## config.mk

```make
export PLATFORM = sky130hd
export DESIGN_NAME = three_wire_serial_channel
export DESIGN_NICKNAME = d
export VERILOG_FILES = /design/src/rtl/serial_channel_pkg.sv /design/src/rtl/three_wire_serial_channel.sv /design/src/rtl/edge_sync.sv
export SDC_FILE = /design/constraint.sdc
export NUM_CORES = 1
export LEC_CHECK = 0
export BUFFER_PORTS_ARGS = -buffer_cell sky130_fd_sc_hd__clkbuf_2
export CORE_MARGIN = 8
export CORE_UTILIZATION = 47
export CTS_CLUSTER_DIAMETER = 80
export CTS_CLUSTER_SIZE = 40
export DETAILED_ROUTE_END_ITERATION = 12
export GPL_TIMING_DRIVEN = 0
export HOLD_SLACK_MARGIN = 0.15
export MAX_ROUTING_LAYER = met4
export PLACE_DENSITY = 0.75
export SLEW_MARGIN = 5
export SYNTH_ARGS = -nofsm -noshare
export SYNTH_HDL_FRONTEND = slang
export SYNTH_SLANG_ARGS = --single-unit
```

## constraint.sdc

```tcl
create_clock -name clk -period 1.8 [get_ports clk]
set_input_delay 0.36 -clock clk [delete_from_list [all_inputs] [get_ports clk]]
set_output_delay 0.36 -clock clk [all_outputs]
set_load 0.02 [all_outputs]
```

## src/rtl/serial_channel_pkg.sv

```systemverilog
package serial_channel_pkg;

   // ********************************************************************
   // Register map and fields
   // ********************************************************************
   localparam logic [31:0] ADDR_MODE_CTRL_CH0 = 32'hFFFFF2A2;
   localparam logic [31:0] ADDR_MODE_CTRL_CH1 = 32'hFFFFF2B2;
   localparam logic [31:0] ADDR_MODE_CTRL_CH2 = 32'hFFFFF2C2;
   localparam logic [31:0] ADDR_MODE_CTRL_CH3 = 32'hFFFFF2D2;
   // Shift register and clock select sit beside the mode register.
   localparam logic [31:0] OFS_SHIFT_REG       = 32'h00000000;
   localparam logic [31:0] OFS_MODE_CTRL       = 32'h00000002;
   localparam logic [31:0] OFS_CLOCK_SELECT    = 32'h00000004;

   localparam int          BIT_CHANNEL_ENABLE   = 7;
   localparam int          BIT_DIRECTION_SELECT = 2;
   localparam int          BIT_CLOCK_SEL1       = 1;
   localparam int          BIT_CLOCK_SEL0       = 0;
   localparam int          BIT_CLOCK_SEL2       = 0;
   localparam logic [7:0]  MODE_CTRL_WMASK      = 8'h87;
   localparam logic [7:0]  CLOCK_SELECT_WMASK   = 8'h01;
   localparam logic [7:0]  RESET_VALUE          = 8'h00;

   // ********************************************************************
   // Clock selector codes and divider counts
   // ********************************************************************
   localparam logic [2:0]  CLK_EXTERNAL = 3'h0;
   localparam logic [2:0]  CLK_TIMER    = 3'h1;
   localparam logic [2:0]  CLK_DIV8     = 3'h2;
   localparam logic [2:0]  CLK_DIV16    = 3'h3;
   localparam logic [2:0]  CLK_DIV32    = 3'h6;
   localparam logic [2:0]  CLK_DIV64    = 3'h7;
   localparam logic [5:0]  HALF_DIV8    = 6'h03;
   localparam logic [5:0]  HALF_DIV16   = 6'h07;
   localparam logic [5:0]  HALF_DIV32   = 6'h0F;
   localparam logic [5:0]  HALF_DIV64   = 6'h1F;

   localparam logic [3:0]  BITS_PER_BYTE = 4'h8;

endpackage : serial_channel_pkg

```

## src/rtl/three_wire_serial_channel.sv

```systemverilog
`timescale 1ns/1ps

// Summary of operation
// - Enable bit low stops shifting, clears bit count, releases all three pins.
// - Enable bit high allows shifting and counting and connects serial pins.
// - Direction zero is full duplex; writing the shift register starts a transfer.
// - Direction one is receive-only; reading the shift register starts a transfer.
// - Three-bit selector picks external, timer, or peripheral clock divided 8/16/32/64.
// - Each transfer moves eight bits, one per serial clock cycle.
// - Load shift register MSB into output latch on falling serial clock edge; latch drives data-out pin.
// - Sample data-in on rising serial clock edge into the shift register.
// - After the eighth bit stop automatically and pulse the done request.
// - Start only when enabled and the internal serial clock rests high.
// - A shift register write while disabled never starts a later transfer.
// - Most significant bit always goes and arrives first.
// - Reset clears shift register, mode register and clock select to zero.
// - Selector top bit lives in clock select register, low bits in mode register.
module three_wire_serial_channel #(
   parameter logic [31:0] MODE_CTRL_ADDR = serial_channel_pkg::ADDR_MODE_CTRL_CH0,
   parameter bit          USE_TIMER_B    = 1'b0
) (
   input  wire logic        clk,
   input  wire logic        reset,
   input  wire logic        ce,
   input  wire logic [31:0] cpu_addr,
   input  wire logic        cpu_wr,
   input  wire logic        cpu_rd,
   input  wire logic [7:0]  cpu_wdata,
   output logic      [7:0]  cpu_rdata,
   input  wire logic        timer_a_output,
   input  wire logic        timer_b_output,
   input  wire logic        serial_clock_pin_in,
   output logic             serial_clock_pin_out,
   output logic             serial_clock_pin_oe,
   input  wire logic        serial_data_in_pin,
   output logic             serial_data_out_pin,
   output logic             serial_data_out_oe,
   output logic             serial_data_in_used,
   output logic             transfer_done_irq,
   output logic             busy
);

   // ********************************************************************
   // State
   // ********************************************************************
   typedef struct packed {
      logic [7:0] shift_register;
      logic [7:0] serial_mode_ctrl;
      logic [7:0] serial_clock_select_reg;
      logic [3:0] bit_count;
      logic       active;
      logic       out_latch;
      logic       int_clk;
      logic [5:0] div_count;
      logic       done;
      logic [7:0] rdata;
   } chan_state_t;

   chan_state_t s;
   chan_state_t next_s;

   logic       ext_level;
   logic       ext_rise;
   logic       ext_fall;
   logic       tmr_level;
   logic       tmr_rise;
   logic       tmr_fall;
   logic       sin_level;
   logic       channel_enable;
   logic       direction_select;
   logic [2:0] clk_code;
   logic [5:0] half_period;
   logic       internal_div;
   logic       sclk_rise;
   logic       sclk_fall;
   logic       hit_shift;
   logic       hit_mode;
   logic       hit_clksel;
   logic       trigger;
   logic       int_source;
   logic       tick;
   logic       fall_ev;
   logic       rise_ev;

   // ********************************************************************
   // Synchronisers for the pins and the timer outputs
   // ********************************************************************
   edge_sync u_sck_sync (
      .clk      (clk),
      .reset    (reset),
      .ce       (ce),
      .async_in (serial_clock_pin_in),
      .level    (ext_level),
      .rise     (ext_rise),
      .fall     (ext_fall)
   );

   edge_sync u_tmr_sync (
      .clk      (clk),
      .reset    (reset),
      .ce       (ce),
      .async_in (USE_TIMER_B ? timer_b_output : timer_a_output),
      .level    (tmr_level),
      .rise     (tmr_rise),
      .fall     (tmr_fall)
   );

   edge_sync u_sin_sync (
      .clk      (clk),
      .reset    (reset),
      .ce       (ce),
      .async_in (serial_data_in_pin),
      .level    (sin_level),
      .rise     (),
      .fall     ()
   );

   // ********************************************************************
   // Decode and clock selection
   // ********************************************************************
   assign channel_enable   = s.serial_mode_ctrl[serial_channel_pkg::BIT_CHANNEL_ENABLE];
   assign direction_select = s.serial_mode_ctrl[serial_channel_pkg::BIT_DIRECTION_SELECT];
   assign clk_code = {s.serial_clock_select_reg[serial_channel_pkg::BIT_CLOCK_SEL2],
                      s.serial_mode_ctrl[serial_channel_pkg::BIT_CLOCK_SEL1],
                      s.serial_mode_ctrl[serial_channel_pkg::BIT_CLOCK_SEL0]};

   assign hit_shift  = cpu_addr == MODE_CTRL_ADDR - serial_channel_pkg::OFS_MODE_CTRL
                                 + serial_channel_pkg::OFS_SHIFT_REG;
   assign hit_mode   = cpu_addr == MODE_CTRL_ADDR;
   assign hit_clksel = cpu_addr == MODE_CTRL_ADDR - serial_channel_pkg::OFS_MODE_CTRL
                                 + serial_channel_pkg::OFS_CLOCK_SELECT;

   always_comb begin
      internal_div = 1'b1;
      int_source   = 1'b1;
      half_period  = serial_channel_pkg::HALF_DIV8;
      sclk_rise    = 1'b0;
      sclk_fall    = 1'b0;
      case (clk_code)
         serial_channel_pkg::CLK_EXTERNAL: begin
            internal_div = 1'b0;
            int_source   = 1'b0;
            sclk_rise    = ext_rise;
            sclk_fall    = ext_fall;
         end
         serial_channel_pkg::CLK_TIMER: begin
            internal_div = 1'b0;
            sclk_rise    = tmr_rise;
            sclk_fall    = tmr_fall;
         end
         serial_channel_pkg::CLK_DIV8:  half_period = serial_channel_pkg::HALF_DIV8;
         serial_channel_pkg::CLK_DIV16: half_period = serial_channel_pkg::HALF_DIV16;
         serial_channel_pkg::CLK_DIV32: half_period = serial_channel_pkg::HALF_DIV32;
         serial_channel_pkg::CLK_DIV64: half_period = serial_channel_pkg::HALF_DIV64;
         default: begin
            // Forbidden codes produce no clock, so a transfer simply waits.
            internal_div = 1'b0;
            int_source   = 1'b0;
         end
      endcase
   end

   // The timer output is gated into a clock of our own that starts with a fall and rests high,
   // so a free-running timer never hands the far side a half cycle at the start of a byte.
   assign tick    = internal_div ? (s.div_count == half_period)
                                 : (int_source & (s.int_clk ? sclk_fall : sclk_rise));
   assign fall_ev = int_source ? (tick & s.int_clk) : sclk_fall;
   assign rise_ev = int_source ? (tick & ~s.int_clk) : sclk_rise;

   // A start needs the internal clock idling high from the previous byte.
   assign trigger = channel_enable & ~s.active & s.int_clk
                  & ((cpu_wr & hit_shift & ~direction_select)
                   | (cpu_rd & hit_shift & direction_select));

   // ********************************************************************
   // Next state
   // ********************************************************************
   always_comb begin
      next_s = s;
      if (ce) begin
         next_s.done = 1'b0;
         if (cpu_rd) begin
            next_s.rdata = 8'h00;
            if (hit_shift) begin
               next_s.rdata = s.shift_register;
            end else if (hit_mode) begin
               next_s.rdata = s.serial_mode_ctrl;
            end else if (hit_clksel) begin
               next_s.rdata = s.serial_clock_select_reg;
            end
         end
         if (cpu_wr && hit_mode) begin
            next_s.serial_mode_ctrl = cpu_wdata & serial_channel_pkg::MODE_CTRL_WMASK;
         end
         if (cpu_wr && hit_clksel) begin
            next_s.serial_clock_select_reg = cpu_wdata & serial_channel_pkg::CLOCK_SELECT_WMASK;
         end
         // Writes land even while disabled, but never arm a transfer.
         if (cpu_wr && hit_shift && !s.active) begin
            next_s.shift_register = cpu_wdata;
         end

         if (!channel_enable) begin
            next_s.active    = 1'b0;
            next_s.bit_count = 4'h0;
            next_s.int_clk   = 1'b1;
            next_s.div_count = 6'h00;
         end else begin
            if (trigger) begin
               next_s.active    = 1'b1;
               next_s.bit_count = 4'h0;
               next_s.div_count = 6'h00;
            end
            if (s.active && internal_div) begin
               next_s.div_count = tick ? 6'h00 : s.div_count + 6'h01;
            end
            if (s.active && tick) begin
               next_s.int_clk = ~s.int_clk;
            end
            if (s.active) begin
               if (fall_ev) begin
                  // Falling edge: present the next MSB on the output latch.
                  next_s.out_latch = s.shift_register[7];
               end
               if (rise_ev) begin
                  next_s.shift_register = {s.shift_register[6:0], sin_level};
                  next_s.bit_count      = s.bit_count + 4'h1;
                  if (s.bit_count == serial_channel_pkg::BITS_PER_BYTE - 4'h1) begin
                     next_s.active = 1'b0;
                     next_s.done   = 1'b1;
                  end
               end
            end
         end
      end
   end

   always_ff @(posedge clk) begin
      if (reset) begin
         s <= '{shift_register: serial_channel_pkg::RESET_VALUE,
                serial_mode_ctrl: serial_channel_pkg::RESET_VALUE,
                serial_clock_select_reg: serial_channel_pkg::RESET_VALUE,
                bit_count: 4'h0, active: 1'b0, out_latch: 1'b1, int_clk: 1'b1,
                div_count: 6'h00, done: 1'b0, rdata: 8'h00};
      end else begin
         s <= next_s;
      end
   end

   // ********************************************************************
   // Outputs
   // ********************************************************************
   assign cpu_rdata            = s.rdata;
   assign serial_clock_pin_out = s.int_clk;
   assign serial_clock_pin_oe  = channel_enable & int_source;
   assign serial_data_out_pin  = s.out_latch;
   assign serial_data_out_oe   = channel_enable & ~direction_select;
   assign serial_data_in_used  = channel_enable;
   assign transfer_done_irq    = s.done;
   assign busy                 = s.active;

endmodule : three_wire_serial_channel

```

## src/rtl/edge_sync.sv

```systemverilog
`timescale 1ns/1ps

// Two-stage synchroniser with edge detection taken from the settled stage.
module edge_sync (
   input  wire logic clk,
   input  wire logic reset,
   input  wire logic ce,
   input  wire logic async_in,
   output logic      level,
   output logic      rise,
   output logic      fall
);

   typedef struct packed {
      logic meta;
      logic sync;
      logic prev;
   } sync_state_t;

   sync_state_t s;
   sync_state_t next_s;

   always_comb begin
      next_s = s;
      if (ce) begin
         next_s.meta = async_in;
         next_s.sync = s.meta;
         next_s.prev = s.sync;
      end
   end

   always_ff @(posedge clk) begin
      if (reset) begin
         s <= '{meta: 1'b1, sync: 1'b1, prev: 1'b1};
      end else begin
         s <= next_s;
      end
   end

   assign level = s.sync;
   assign rise  = s.sync & ~s.prev;
   assign fall  = ~s.sync & s.prev;

endmodule : edge_sync

```

==> flow_summary.toml <==
[grt]
antenna_found_initial = 0
grt_pass1_wl_mm = 10.03
grt_pass1_vias = 2214
track_usage_pct = 16.82
grt_max_degree = 14
gr-total-overflow = 0

[drt]
drc_errors = 0
wl_per_cell_um = 14.46
ant_nets = 0
wirelength_mm = 6.117
drt_iter0_markers = 129
dr.pass1.iters = 4
avgViaCountPerCell = 5.444
via_count = 2303

[layout]
syn_to_final_growth_pct = 26.34
multi_input_area_um2 = 1358
fill_cells = 441
regArea_um2 = 867.1
drive_gt1_share_pct = 34.55
fin_nets = 406
final_common_cell = "clkbuf_2"
n_antenna_cell = 0
final_cell_mix = "61 x clkbuf_2, 48 x nand2_1, 38 x dfxtp_1"

[status]
violations = "negative setup slack"
status = "finished, violations left"

[logic_synthesis]
synth-seq-cells = 43
synth-seq-area-share_pct = 36.99
ys_warn_count = 0
synth_top_area_share_pct = 36.99
synth-edff-count = 0
yosysUniqueCellTypes = 52
syn_area_um2 = 2327
synth_area_leaders = "dfxtp_1 37%, nand2_1 7.7%, mux2i_1 6.5%"
avgSynthCellArea_um2 = 8.312
synth_largest_area_cell = "dfxtp_1"
async_reset_ff_share_pct = 0
syn_inst = 280
synth_ff_type = "dfxtp_1"
syn-num-nets = 331

[floorplan]
die_y_um = 86.37
row_count = 25
chipWidth_um = 86.37
ios = 64
core_um2 = 4755
dieArea_um2 = 7459
initial_core_util_pct = 48.95

[timing]
worstMarginPinSlew_ps = 676.3
rsz0062_at_grt = "yes"
tns_ps = -26.85
slew_headroom_pct = 54.91
slew_violations = 0
postLayoutSetupSlackWorst_ps = -26.85
fmax_mhz = 547.4
min_period_over_period_pct = 101.5
setup_viol = 1
min_period_ps = 1827
clock_skew_ps = 6.057
hold_viol = 0
whs_ps = 269.7

[power_and_ir_drop]
powerDensity_nw_per_um2 = 582.7
ir_drop_uv = 389.0
power_switching_share_pct = 24.42
finalPower_uw = 1713
power.switching_uw = 418.3
intPower_uw = 1295
sequentialPowerShare_pct = 56.1
comb_power_share_pct = 8.6
power_leakage_uw = 0.001258
p_clk_share_pct = 35.2

[critical_path]
critical_path_arrival_ps = 2010
cpMaxStageDelayCell = "dfxtp_1"
setup.worst_path.class = "reg2reg"
crit_path_end_kind = "flip-flop"
crit_path_start_kind = "flip-flop"
required_ps = 1980
slowest_delay_ps = 380
cp_max_fo = 5
path_cells = "ha_2 -> nand3b_1 -> a31o_2 -> a21bo_4 -> a21boi_4 -> a211oi_2 -> mux2_4"

[placed_design]
dp_hpwl_mm = 4.593
port_buffers = 61
gp_congestion = 0.8511

[clocking]
cts.sinks = 43
clock_latency_ps = 290
tritoncts = "done"
cts_max_level = 2
clk_pin_slew_ps = 80
cts_buffer_depth = 2
numCtsBuffers = 5
root_buffer = "clkbuf_8"

[job]
maxCapViolCount = 0

[min_path]
min_path_type = "in2reg"
[through the flow]
step	setup WS, ps	area (um2)	util [%]	instances
floorplan	11.47	2333	-	280
global placement	-295.9	2723	57.26	408
detailed placement	-322.4	2723	57.26	408
CTS	-28.75	2841	59.76	417
global route	-100.9	2940	61.84	423
finish	-26.85	2940	61.84	423
[worst max-delay path: cells and delay by family, from the launching register on]
family,cells,cell delay (ps)
adders and majority gates,1,250
muxes,1,270
DFF,1,380
AOI/OAI and AO/OA,4,720
and+or+nand+nor,1,90
[layer usage]
layer  global-route usage, %  up-vias  wire length [um]
li1                        -     1152                 -
met1                   20.59     1079              2885
met2                   27.57       64              2962
met3                   3.497        8               219
met4                   4.069        0                50
met5                       -        -                 0
[sequential cells by signal (all words and copies together), names as in the netlist]
register,flops
u_tmr_sync.s,2
clk_code,3
direction_select,1
transfer_done_irq,1
u_sck_sync.level,1
serial_data_out_pin,1
u_tmr_sync.level,1
s,18
busy,1
u_sck_sync.s,2
serial_data_in_used,1
u_sin_sync.s,1
u_sin_sync.level,1
serial_clock_pin_out,1
cpu_rdata,8
[logic make-up after synthesis]
group	synth area share [%]
mux	9.032
compound gates	18.82
simple gates	26.51
fa+ha+maj	1.075
xor+xnor	0.3764
buf+inv	7.204
flops	36.99
[synth_stat cells, types with 6 or more instances]
master,n
nand2_1,48
nand4_1,7
a21oi_1,16
nor2_1,17
buf_2,8
nor3_1,9
o21ai_0,6
dfxtp_1,43
buf_4,9
mux2i_1,15
a22oi_1,9
inv_1,7
nand3_1,18
[timing repair]
item                                    4_1_cts  5_1_grt
hold buffers                                  0        0
endpoints found under the setup margin       18       27
resized for setup                             9       14
pin swaps                                     2        8
buffers inserted                              1        6
endpoints found under the hold margin         0        0
[power groups by stage]
stage,sequential (uW),combinational (uW),clock [uW]
floorplan,983,67.4,0
global placement,984,140,0
detailed placement,984,142,0
CTS,962,143,611
global route,963,163,654
finish,962,148,604
[path summary, 6_finish.rpt]
path	slack, ps	from	end	cells after the start
setup reg to reg	-30	s[10]	s[18]	7
hold reg to reg	450	cpu_rdata[7]	cpu_rdata[7]	2
hold / removal	270	cpu_wdata[4]	s[42]	3
setup / recovery	-30	s[10]	s[18]	7
[cell type report]
cell class	count	share of cell area, %
clock buffer	6	2.468
buffer	24	5.532
timing repair buffer	68	12.17
inverter	7	0.8936
clock inverter	2	0.4255
multi-input combinational	206	46.17
tap	67	2.851
sequential	43	29.49
(Power assumes the default switching activity.)
